--- config.mk ---
export PLATFORM = sky130hd
export DESIGN_NAME = fce_encoder
export DESIGN_NICKNAME = d
export VERILOG_FILES = /design/src/fce_pkg.sv /design/src/fce_encoder.sv
export SDC_FILE = /design/constraint.sdc
export NUM_CORES = 1
export LEC_CHECK = 0
export BUFFER_PORTS_ARGS = -buffer_cell sky130_fd_sc_hd__buf_2
export CAP_MARGIN = 20
export CORE_ASPECT_RATIO = 0.8
export CORE_UTILIZATION = 47
export CTS_BUF_LIST = sky130_fd_sc_hd__clkbuf_8 sky130_fd_sc_hd__clkbuf_16
export CTS_CLUSTER_DIAMETER = 150
export CTS_CLUSTER_SIZE = 24
export DETAILED_ROUTE_END_ITERATION = 10
export GPL_TIMING_DRIVEN = 0
export PLACE_DENSITY = 0.77
export SLEW_MARGIN = 30
export SYNTH_ARGS = -nofsm -noshare
export SYNTH_HDL_FRONTEND = slang
export SYNTH_SLANG_ARGS = --single-unit
export TNS_END_PERCENT = 100
--- constraint.sdc ---
create_clock -name pclk -period 2 [get_ports pclk]
set_input_delay 0.3 -clock pclk [delete_from_list [all_inputs] [get_ports pclk]]
set_output_delay 0.3 -clock pclk [all_outputs]
set_load 0.03 [all_outputs]
--- src/fce_pkg.sv ---
/*
 * Constants for the fault code encoder: fault classes, field positions,
 * fixed fault codes and the APB register map.
 * Assumes a 32-bit APB bus and a single pclk domain.
 */
package fce_pkg;
   localparam logic [1:0] FCE_CLS_TYPE_TEST = 2'h3;
   localparam logic [1:0] FCE_CLS_MEM_ACC   = 2'h2;
   localparam logic [1:0] FCE_CLS_OTHER     = 2'h0;
   localparam int FCE_CLS_LSB     = 13;
   localparam int FCE_TOP_BIT     = 15;
   localparam int FCE_KIND5_LSB   = 8;
   localparam int FCE_TGT_LSB     = 6;
   localparam int FCE_RMW_BIT     = 5;
   localparam int FCE_DIR_BIT     = 4;
   localparam int FCE_QUAL_BIT    = 7;
   localparam int FCE_PCLS_LSB    = 5;
   localparam int FCE_LEVEL_LSB   = 4;
   localparam logic [1:0] FCE_TGT_MEM  = 2'h0;
   localparam logic [1:0] FCE_TGT_ICON = 2'h2;
   localparam logic [1:0] FCE_TGT_ASEG = 2'h3;
   localparam logic [4:0] FCE_SYS_TYPE_MAX = 5'h0C;
   localparam logic [1:0] FCE_PCLS_MAX     = 2'h2;
   localparam logic [5:0] FCE_F_INVALID_OP   = 6'h0C;
   localparam logic [5:0] FCE_F_PROC_STOP    = 6'h3D;
   localparam logic [5:0] FCE_F_AD_LEVEL     = 6'h14;
   localparam logic [5:0] FCE_F_DEL_RIGHTS   = 6'h13;
   localparam logic [5:0] FCE_F_CARRIER_LOCK = 6'h19;
   localparam logic [5:0] FCE_F_WAKEUP_IPC   = 6'h34;
   localparam logic [5:0] FCE_F_PORT_LOCK    = 6'h1A;
   localparam logic [5:0] FCE_F_CARRIER_QD   = 6'h36;
   localparam logic [5:0] FCE_F_MASK_BASE    = 6'h38;
   localparam logic [5:0] FCE_F_PCARR_LOCK   = 6'h30;
   localparam logic [7:0] FCE_TS_OTC_ENTRY   = 8'h97;
   localparam logic [7:0] FCE_TS_OTC_SYSTYPE = 8'h82;
   localparam logic [3:0] FCE_SRC_CNT = 4'hC;
   localparam logic [3:0] FCE_SRC_NONE     = 4'h0;
   localparam logic [3:0] FCE_SRC_MEM      = 4'h1;
   localparam logic [3:0] FCE_SRC_TYPE     = 4'h2;
   localparam logic [3:0] FCE_SRC_OTHER    = 4'h3;
   localparam logic [3:0] FCE_SRC_INV_OP   = 4'h4;
   localparam logic [3:0] FCE_SRC_STOP     = 4'h5;
   localparam logic [3:0] FCE_SRC_OTC_ENT  = 4'h6;
   localparam logic [3:0] FCE_SRC_OTC_SYS  = 4'h7;
   localparam logic [3:0] FCE_SRC_AD_LVL   = 4'h8;
   localparam logic [3:0] FCE_SRC_AD_DEL   = 4'h9;
   localparam logic [3:0] FCE_SRC_PORT     = 4'hA;
   localparam logic [3:0] FCE_SRC_BIND     = 4'hB;
   localparam logic [11:0] FCE_A_CTRL   = 12'h000;
   localparam logic [11:0] FCE_A_STATUS = 12'h004;
   localparam logic [11:0] FCE_A_CODE   = 12'h008;
   localparam logic [11:0] FCE_A_OPID   = 12'h00C;
   localparam logic [11:0] FCE_A_DISP   = 12'h010;
   localparam logic [11:0] FCE_A_SEL    = 12'h014;
   localparam logic [11:0] FCE_A_SUBSYS = 12'h018;
   localparam logic [11:0] FCE_A_CTXST  = 12'h01C;
   localparam logic [11:0] FCE_A_PROCST = 12'h020;
   localparam logic [11:0] FCE_A_TIMER  = 12'h024;
   localparam logic [11:0] FCE_A_COUNT  = 12'h028;
   localparam logic [31:0] FCE_BAD_ADDR_DATA = 32'h0000_0000;
endpackage : fce_pkg

--- src/fce_encoder.sv ---
/*
 * Fault code encoder. Builds the sixteen-bit fault code and captures the
 * whole fault record in one cycle when a fault event other than a binding lock failure is presented while idle, and
 * exposes the record over APB.
 * Assumes the execution units present one fault event per pulse, with all
 * event fields valid in that cycle, and that all inputs are synchronous to pclk.
 */
// What this block does
// - Class 11 for type tests and cache qualification faults, 00 for other and the remaining fixed faults
// - Class 10 for memory access faults
// - Copy status and timer registers into record
// - Operator id zero during instruction decode
// - Nonzero execution state only for port/IPC
// - Access target bits: memory, interconnect, segment
// - Five independent access fault kind bits
// - Read-modify-write flag set for indivisible access
// - Direction flag zero read, one write
// - Displacement or selector index holds fault offset
// - Four-bit segment selector code stored
// - Top bit: zero system, one entry test
// - Qualification flag picks directory or object index
// - Expected system type code 00000 to 01100
// - Expected entry attribute bits stored
// - Processor class 00, 01 or 10
// - Level and four-bit fault kind low bits
// - Sixteen fault kinds per level
// - Invalid opcode and processor stopped codes
// - Cache qualification failures coded as type tests
// - Access descriptor store level and delete faults
// - Port operation lock and queue faults
// - Processor binding faults, lock failure fatal when idle
module fce_encoder
   import fce_pkg::*;
#(
   parameter int OPID_W = 8,
   parameter int XST_W  = 4,
   parameter int REG_W  = 16
) (
   input  wire logic              pclk,
   input  wire logic              presetn,
   input  wire logic              psel,
   input  wire logic              penable,
   input  wire logic              pwrite,
   input  wire logic [11:0]       paddr,
   input  wire logic [31:0]       pwdata,
   output logic [31:0]            prdata,
   output logic                   pready,
   output logic                   pslverr,
   input  wire logic              fault_valid,
   input  wire logic [3:0]        fault_src,
   input  wire logic              in_decode,
   input  wire logic [OPID_W-1:0] operator_id,
   input  wire logic              port_or_ipc,
   input  wire logic [XST_W-1:0]  exec_state,
   input  wire logic [1:0]        access_target_kind,
   input  wire logic [4:0]        access_fault_kinds,
   input  wire logic              rmw_access,
   input  wire logic              write_access,
   input  wire logic [3:0]        segment_selector_code,
   input  wire logic [REG_W-1:0]  fault_offset,
   input  wire logic              entry_test,
   input  wire logic              ot_qualification,
   input  wire logic [REG_W-1:0]  directory_index,
   input  wire logic [REG_W-1:0]  object_indices,
   input  wire logic [4:0]        expected_type_code,
   input  wire logic [4:0]        entry_attribute_bits,
   input  wire logic [1:0]        processor_class,
   input  wire logic [1:0]        fault_level,
   input  wire logic [3:0]        fault_kind,
   input  wire logic [1:0]        port_fault_sel,
   input  wire logic              bind_lock_fail,
   input  wire logic              bind_carrier_fail,
   input  wire logic [REG_W-1:0]  subsys_status,
   input  wire logic [REG_W-1:0]  ctx_status,
   input  wire logic [REG_W-1:0]  proc_status,
   input  wire logic [31:0]       system_timer,
   output logic                   record_valid,
   output logic [15:0]            fault_code,
   output logic                   fatal_fault
);

   typedef enum logic [2:0] {
      FCE_ST_IDLE  = 3'b001,
      FCE_ST_HELD  = 3'b010,
      FCE_ST_FATAL = 3'b100
   } fce_state_t;

   // Packs an FF-class code from a six-bit level/kind value.
   function automatic logic [15:0] fce_other(input logic [5:0] lk);
      fce_other = {FCE_CLS_OTHER, 8'h00, lk};
   endfunction : fce_other

   // Packs a TS-class code from its low byte; the low byte repeats bit 7 at the top.
   function automatic logic [15:0] fce_ts(input logic [7:0] lo);
      fce_ts = {lo[7], FCE_CLS_TYPE_TEST, 5'h00, lo};
   endfunction : fce_ts

   fce_state_t          state_q, state_d;
   logic [15:0]         code_q;
   logic [OPID_W-1:0]   opid_q;
   logic [XST_W-1:0]    xst_q;
   logic [REG_W-1:0]    disp_q, sel_q, subsys_q, ctx_q, procst_q;
   logic [31:0]         timer_q;
   logic [15:0]         count_q;
   logic                ctrl_hold_q;
   logic [31:0]         prdata_q;
   logic                pready_q, pslverr_q;

   wire logic [15:0] mem_code;
   wire logic [15:0] ts_code;
   wire logic [15:0] oth_code;
   wire logic [15:0] port_code;
   wire logic [15:0] code_next;
   wire logic [5:0]  port_lk;
   wire logic        accept;
   wire logic        setup;
   wire logic        wr_ctrl;
   wire logic        bad_ts;
   wire logic [4:0]  ts_low;

   assign mem_code = {1'b0, FCE_CLS_MEM_ACC, access_fault_kinds, access_target_kind,
                      rmw_access, write_access, segment_selector_code};
   assign ts_low = entry_test ? entry_attribute_bits : expected_type_code;
   assign ts_code = {entry_test, FCE_CLS_TYPE_TEST, 5'h00, ot_qualification,
                     entry_test ? 2'h0 : processor_class, ts_low};
   // Out-of-range expected types are still recorded; bad_ts is visible in status.
   assign bad_ts = !entry_test && ((expected_type_code > FCE_SYS_TYPE_MAX)
                   || (processor_class > FCE_PCLS_MAX));
   assign oth_code = fce_other({fault_level, fault_kind});
   assign port_lk = (port_fault_sel == 2'h0) ? FCE_F_CARRIER_LOCK :
                    (port_fault_sel == 2'h1) ? FCE_F_WAKEUP_IPC :
                    (port_fault_sel == 2'h2) ? FCE_F_PORT_LOCK : FCE_F_CARRIER_QD;
   assign port_code = fce_other(port_lk);

   assign code_next =
      (fault_src == FCE_SRC_MEM)     ? mem_code :
      (fault_src == FCE_SRC_TYPE)    ? ts_code :
      (fault_src == FCE_SRC_OTHER)   ? oth_code :
      (fault_src == FCE_SRC_INV_OP)  ? fce_other(FCE_F_INVALID_OP) :
      (fault_src == FCE_SRC_STOP)    ? fce_other(FCE_F_PROC_STOP) :
      (fault_src == FCE_SRC_OTC_ENT) ? fce_ts(FCE_TS_OTC_ENTRY) :
      (fault_src == FCE_SRC_OTC_SYS) ? fce_ts(FCE_TS_OTC_SYSTYPE) :
      (fault_src == FCE_SRC_AD_LVL)  ? fce_other(FCE_F_AD_LEVEL) :
      (fault_src == FCE_SRC_AD_DEL)  ? fce_other(FCE_F_DEL_RIGHTS) :
      (fault_src == FCE_SRC_PORT)    ? port_code :
      (bind_carrier_fail ? fce_other(FCE_F_PCARR_LOCK)
                         : fce_other(FCE_F_MASK_BASE));

   // A held record is not overwritten until software releases it, so the
   // first fault of a burst survives; later ones are only counted.
   assign accept  = fault_valid && (fault_src != FCE_SRC_NONE) && (fault_src < FCE_SRC_CNT)
                    && (state_q == FCE_ST_IDLE);
   assign setup   = psel && !penable;
   assign wr_ctrl = psel && penable && pwrite && (paddr == FCE_A_CTRL);

   always_comb begin
      state_d = state_q;
      case (state_q)
         FCE_ST_IDLE: begin
            if (fault_valid && fault_src == FCE_SRC_BIND && bind_lock_fail) begin
               state_d = FCE_ST_FATAL;
            end else if (accept) begin
               state_d = FCE_ST_HELD;
            end
         end
         FCE_ST_HELD: begin
            if (wr_ctrl && pwdata[0]) begin
               state_d = FCE_ST_IDLE;
            end
         end
         FCE_ST_FATAL: state_d = FCE_ST_FATAL;
         default: state_d = FCE_ST_IDLE;
      endcase
   end

   always_ff @(posedge pclk or negedge presetn) begin
      if (!presetn) begin
         state_q <= FCE_ST_IDLE;
      end else begin
         state_q <= state_d;
      end
   end

   // Record capture: every field in the same edge.
   always_ff @(posedge pclk or negedge presetn) begin
      if (!presetn) begin
         code_q   <= 16'h0000;
         opid_q   <= '0;
         xst_q    <= '0;
         disp_q   <= '0;
         sel_q    <= '0;
         subsys_q <= '0;
         ctx_q    <= '0;
         procst_q <= '0;
         timer_q  <= 32'h0000_0000;
      end else if (accept && !(fault_src == FCE_SRC_BIND && bind_lock_fail)) begin
         code_q   <= code_next;
         opid_q   <= in_decode ? '0 : operator_id;
         xst_q    <= port_or_ipc ? exec_state : '0;
         disp_q   <= (fault_src == FCE_SRC_MEM && access_target_kind != FCE_TGT_ASEG)
                     ? fault_offset : '0;
         sel_q    <= (fault_src == FCE_SRC_MEM && access_target_kind == FCE_TGT_ASEG) ? fault_offset :
                     (fault_src == FCE_SRC_TYPE) ?
                        (ot_qualification ? directory_index : object_indices) : '0;
         subsys_q <= subsys_status;
         ctx_q    <= ctx_status;
         procst_q <= proc_status;
         timer_q  <= system_timer;
      end
   end

   always_ff @(posedge pclk or negedge presetn) begin
      if (!presetn) begin
         count_q     <= 16'h0000;
         ctrl_hold_q <= 1'b0;
      end else begin
         if (fault_valid && fault_src != FCE_SRC_NONE) begin
            count_q <= count_q + 16'h0001;
         end
         if (wr_ctrl) begin
            ctrl_hold_q <= pwdata[1];
         end
      end
   end

   // APB slave: zero wait states, every access answered in its access phase.
   wire logic [31:0] rd_mux;
   wire logic        addr_ok;
   assign addr_ok = (paddr[1:0] == 2'h0) && (paddr <= FCE_A_COUNT);
   assign rd_mux =
      (paddr == FCE_A_CTRL)   ? {30'h0, ctrl_hold_q, 1'b0} :
      (paddr == FCE_A_STATUS) ? {28'h0, bad_ts, state_q} :
      (paddr == FCE_A_CODE)   ? {16'h0, code_q} :
      (paddr == FCE_A_OPID)   ? 32'({xst_q, opid_q}) :
      (paddr == FCE_A_DISP)   ? 32'(disp_q) :
      (paddr == FCE_A_SEL)    ? 32'(sel_q) :
      (paddr == FCE_A_SUBSYS) ? 32'(subsys_q) :
      (paddr == FCE_A_CTXST)  ? 32'(ctx_q) :
      (paddr == FCE_A_PROCST) ? 32'(procst_q) :
      (paddr == FCE_A_TIMER)  ? timer_q :
      (paddr == FCE_A_COUNT)  ? {16'h0, count_q} : FCE_BAD_ADDR_DATA;

   always_ff @(posedge pclk or negedge presetn) begin
      if (!presetn) begin
         prdata_q  <= 32'h0000_0000;
         pready_q  <= 1'b0;
         pslverr_q <= 1'b0;
      end else begin
         pready_q  <= setup;
         pslverr_q <= setup && !addr_ok;
         prdata_q  <= (setup && !pwrite && addr_ok) ? rd_mux : 32'h0000_0000;
      end
   end

   assign prdata       = prdata_q;
   assign pready       = pready_q;
   assign pslverr      = pslverr_q;
   assign record_valid = (state_q == FCE_ST_HELD);
   assign fault_code   = code_q;
   assign fatal_fault  = (state_q == FCE_ST_FATAL);

endmodule : fce_encoder

* Word level (Yosys, flattened, before mapping)
Index checks and enable logic that the tools add are counted.
** Word-level totals
- Register bits :: 194
- Word-level logic and storage cells :: 118
- Output and inout port bits :: 52
** Cells by class
- Multiplexer cells :: 38
- Equal/unequal tests :: 30
- Order comparisons :: 4
- Add/subtract/negate cells :: 1
- Reduce and logical (&&, ||, !) cells :: 30
** Operator list (number)
- $mux W32 :: 11
- $mux W16 :: 12
- $eq A12 B5 Y1 const B :: 4
- $eq A12 B6 Y1 const B :: 3
- $mux W6 :: 6
- $eq A12 B4 Y1 const B :: 2
- $logic_and A1 B1 Y1 :: 19
- $add A16 B1 Y16 const B :: 1
- $eq A4 B3 Y1 const B :: 4
- $eq A4 B4 Y1 const B :: 4
- $eq A12 B3 Y1 const B :: 1
- $le A12 B6 Y1 const B :: 1
- $logic_not A12 Y1 :: 1
- $mux W3 :: 3
- $pmux W3 S3 :: 1
- $eq A4 B2 Y1 const B :: 2
- $mux W4 :: 2
- $mux W8 :: 1
- $gt A5 B4 Y1 const B :: 1
- $logic_not A1 Y1 :: 5
- $mux W5 :: 1
- $eq A2 B2 Y1 const B :: 2
- $eq A4 B1 Y1 const B :: 1
- $logic_not A2 Y1 :: 2
- other kinds (13) :: 13

* Longest topological paths before layout
- Depth after elaboration :: 14
- Gate-level depth with buffers :: 9
- Mapped depth without buffers :: 5

* Least setup slack after synthesis
Ideal clock, no wire load.
- Kind :: input -> register
- From :: in paddr[5]
- To :: reg prdata_q[10] (netlist: prdata[10])
- Stages on the path :: 7
- Data arrival time :: 2.216 ns
- Path buffers :: 3
- Setup slack :: -0.336 ns
- Cells stage by stage :: or4b_1 -> buf_2 -> or4b_1 -> buf_2 -> buf_6 -> a2111o_1 -> o211a_1
** On the way
- Word-level cells in the longest chain between the ends :: 13
** RTL lines
- start: declaration :: RTL line fce_encoder.sv:44 : input wire logic [11:0] paddr,
- $eq A12 B6 Y1 :: RTL line fce_encoder.sv:241 : (paddr == FCE_A_COUNT) ? {16'h0, count_q} : FCE_BAD_ADDR_DATA;
- $mux W16 :: RTL line fce_encoder.sv:241
- $mux W32 :: RTL line fce_encoder.sv:240 : (paddr == FCE_A_TIMER) ? timer_q :
- $mux W32 :: RTL line fce_encoder.sv:239 : (paddr == FCE_A_PROCST) ? 32'(procst_q) :
- $mux W32 :: RTL line fce_encoder.sv:238 : (paddr == FCE_A_CTXST) ? 32'(ctx_q) :
- $mux W32 :: RTL line fce_encoder.sv:237 : (paddr == FCE_A_SUBSYS) ? 32'(subsys_q) :
- $mux W32 :: RTL line fce_encoder.sv:236 : (paddr == FCE_A_SEL) ? 32'(sel_q) :
- $mux W32 :: RTL line fce_encoder.sv:235 : (paddr == FCE_A_DISP) ? 32'(disp_q) :
- $mux W32 :: RTL line fce_encoder.sv:234 : (paddr == FCE_A_OPID) ? 32'({xst_q, opid_q}) :
- $mux W32 :: RTL line fce_encoder.sv:233 : (paddr == FCE_A_CODE) ? {16'h0, code_q} :
- $mux W32 :: RTL line fce_encoder.sv:232 : (paddr == FCE_A_STATUS) ? {28'h0, bad_ts, state_q} :
- $mux W32 :: RTL line fce_encoder.sv:231 : (paddr == FCE_A_CTRL) ? {30'h0, ctrl_hold_q, 1'b0} :
- $mux W32 (*) :: RTL line fce_encoder.sv:251 : prdata_q <= (setup && !pwrite && addr_ok) ? rd_mux : 32'h0000_0000;
- end signal: assignment :: RTL line fce_encoder.sv:251
- end: declaration :: RTL line fce_encoder.sv:106 : logic [31:0] prdata_q;
Every way passes the cells marked *; elsewhere a longest branch is shown, timed or not.
A chain may end at the register's enable or synchronous reset.

* Final worst setup path
- From :: in paddr[7]
- To :: reg prdata_q[6] (netlist: prdata[6])
Same word-level chain as after synthesis.

==> run metrics <==
hold crit path type=in -> reg; CTS H-tree lvls=4; 1st-pass router iterations=5; largest net degree at the start of global routing=between 70 and 80; synth unique cells=64; initial antenna violation count=0; failing checks=setup timing; Mapped Nets=roughly 1300; detailed placer's ending HPWL=24060 um; leading area contributor after synthesis=dfrtp_1; layout cells sized above 1=27.02%; main area contributors after synthesis=dfrtp_1 (51%), nand2_1 (13%), a21oi_1 (4.3%); Synth top area share=between 50 and 60%; Sequential Power Share=48.3%; GRT Total Usage=~31%; Clk pwr share=41.9%; root buffer cell=clkbuf_16; Post-Syn Area=9562 um2; sw power=~2.3 mW; input/output buffers=251; vias=approximately 9300; Int Pwr=around 6.1 mW; Switching Fraction=27.27%; placed cell area=11260 um2; number of antenna-violating nets in the routed design=0; fraction of registers with async set/reset=100.0%; setup skew after layout=0.01681 ns; Clock Sinks=between 150 and 200; Worst Tran Pin Value=0.7308 ns; Worst-path clk slew=about 0.08 ns; Die W=161.5 um; RSZ-0062 raised after global routing=true; worst hold stages=3; Worst EP required=between 2 and 2.5 ns; area growth from synthesis to layout=28.00%; Worst R2R Path Depth=6; Hold Path Origin=system_timer[19]; most instantiated library cell after synthesis=nand2_1; Logic pwr share=9.8%; Multi-input gate area=4571 um2; WL/cell=19.16 um; gpl congestion=0.9845; Post-synth EDFFs=0; vias per cell=5.653; Slew headroom=51.28%; Critical Path End Type=flip-flop; Slew Limit Fails=0; power per cell area=689.4 nW/um2; Final nets=1609; sequential area share after synthesis=50.79%; Yosys warnings=0; Critical Path AT=2.36 ns; Filler cells=1787; final hold vios=0; WHS Endpoint=timer_q[19]; crit path max fanout=10; grt total ovfl=0; DRC viols=0; run status=complete, but fails checks; total routed wirelength=31680 um; top cells by count, synth=nand2_1 (332), dfrtp_1 (193), a21oi_1 (83); Ports=285; DR iter-0 viols=a little over 900; Finish-stage setup viols=4; CP Class=in -> reg; CTS Buf Count=17; register area=4856 um2; Die Height=129.6 um; first-pass GRT wire length=48330 um; final instance area=12240 um2; Clock Path Buffers=2; VDD IR max=about 0.52 mV; cell row count=46; Peak Freq=0.4907 GHz; Die Area=20920 um2; final worst slack=-0.03803 ns; final setup TNS=-0.06346 ns; CORE AREA=19860 um2; register bit total from synthesis=194; FF-to-FF End=fault_code[14]; Starting Density=48.15%; FF-to-FF Start=state_q[0]; flop-to-flop setup slack=0.07 ns; Final Cycle Share=101.9%; CTS tree=done; worst skew pair latency=0.45 ns; Startpoint Class=input pin; minimum clock period=2.038 ns; max_cap viols=0; post-synthesis cell count=around 1100; Leakage=6.249 nW; number of global-route vias before repair=8898; mean area per synthesized cell=8.700 um2; predominant post-synthesis flop cell=dfrtp_1
==> layout make-up <==
class,instances,area share [%]
clock buffers,17,3.476
well taps,264,2.699
diodes,1,0.02045
plain buffers,69,3.230
repair buffers,262,11.49
flip-flops and latches,194,39.68
multi-input cells,814,37.34
clock inverters,15,1.544
inverters,17,0.5214
==> flip-flops by register name, summed over array words and instances (netlist names), 3 cells and up <==
name / cells
timer_q: 32
disp_q: 16
state_q: 3
xst_q: 4
prdata: 32
opid_q: 8
procst_q: 16
sel_q: 16
ctx_q: 16
subsys_q: 16
count_q: 16
fault_code: 16
==> critical path: stages <==
cell and delay, ns:
buf_2 0.13, or4b_4 0.60, or4b_1 0.50, buf_6 0.15, buf_6 0.14, o22ai_1 0.11
a211oi_1 0.09, a2111oi_2 0.35
==> through the flow <==
step / worst slack (ns) / hold slack [ns] / power (mW) / cells / utilization, %
2_1_floorplan: -0.2577 / 0.004409 / 4.497 / 1099 / -
3_3_place_gp: -2.496 / 0.4497 / 4.916 / 1614 / 56.35
3_5_place_dp: -1.109 / 0.2253 / 4.947 / 1616 / 56.71
4_1_cts: -0.09359 / 0.03276 / 8.433 / 1653 / 60.80
5_1_grt: -0.08030 / 0.02780 / 8.701 / 1652 / 61.63
6_report: -0.03803 / 0.03712 / 8.437 / 1653 / 61.64
==> power by group through the flow <==
stage               clock [mW]  sequential [mW]  combinational [mW]
finish                    3.53             4.08               0.828
global route              3.71             4.08               0.911
CTS                       3.55             4.07               0.811
detailed placement           0             4.15               0.799
global placement             0             4.15               0.770
floorplan                    0             4.13               0.365
==> metal layers <==
layer / up-vias / global-route usage [%] / routed length (um)
met3: 43 / 6.722 / 3092
met2: 478 / 46.22 / 13900
li1: 4308 / - / -
met4: 0 / 8.324 / 606
met1: 4516 / 44.51 / 14080
met5: - / 0 / 0
==> worst max-delay path by stage <==
stage | cells after the start | from | slack (ns) | end
final | 8 | paddr[7] | -0.04 | prdata[6]
after global routing | 8 | paddr[7] | -0.08 | prdata[7]
after CTS | 7 | paddr[6] | -0.09 | prdata[9]
after detailed placement | 9 | fault_src[3] | -1.11 | fault_code[2]
after global placement | 1 | presetn | -2.50 | timer_q[26]
after floorplan | 7 | paddr[5] | -0.26 | prdata[10]
==> kinds of logic (layout without fill, tap and decap cells) <==
| group | after synthesis | after routing | synth area share [%] |
|---|---|---|---|
| AO/OA/AOI/OAI | 223 | 223 | 14.68 |
| XOR/XNOR | 16 | 16 | 1.466 |
| adder cells (fa/ha/maj) | 1 | 1 | 0.1308 |
| buffers and inverters | 91 | 380 | 3.690 |
| flip-flops | 194 | 194 | 50.79 |
| multiplexers | 50 | 50 | 5.496 |
| other | 0 | 1 | 0 |
| AND/OR/NAND/NOR | 524 | 524 | 23.75 |
==> timing repair <==
| item | 4_1_cts | 5_1_grt |
|---|---|---|
| setup buffers | 7 | 1 |
| hold buffers | 1 | 0 |
| cloned | 0 | 0 |
| gates resized for setup | 54 | 54 |
| pin swaps | 6 | 4 |
| endpoints found under the hold margin | 41 | 0 |
| setup endpoints to repair | 176 | 164 |
==> placed cells by master (no fill, tap or decap), drive strengths merged, types with 3 or more instances in the layout <==
master / netlist / layout
clkinvlp: 0 / 3
nand2b: 11 / 11
o32ai: 3 / 3
mux2i: 39 / 39
a211oi: 10 / 10
nand2: 332 / 332
nor2: 62 / 62
inv: 16 / 22
clkbuf: 64 / 70
nand4: 7 / 7
nor4: 5 / 5
a22oi: 11 / 11
mux2: 10 / 10
a21oi: 83 / 83
or4: 7 / 7
and2: 19 / 19
and3: 4 / 4
a2bb2oi: 4 / 4
nor3: 4 / 4
o21ai: 49 / 49
nand3: 40 / 40
a2111oi: 12 / 12
clkinv: 1 / 6
dfrtp: 193 / 193
buf: 10 / 277
nor3b: 4 / 4
nor2b: 20 / 20
o31ai: 5 / 5
o22ai: 20 / 20
xnor2: 14 / 14
a22o: 9 / 9
(Power assumes the default switching activity.)
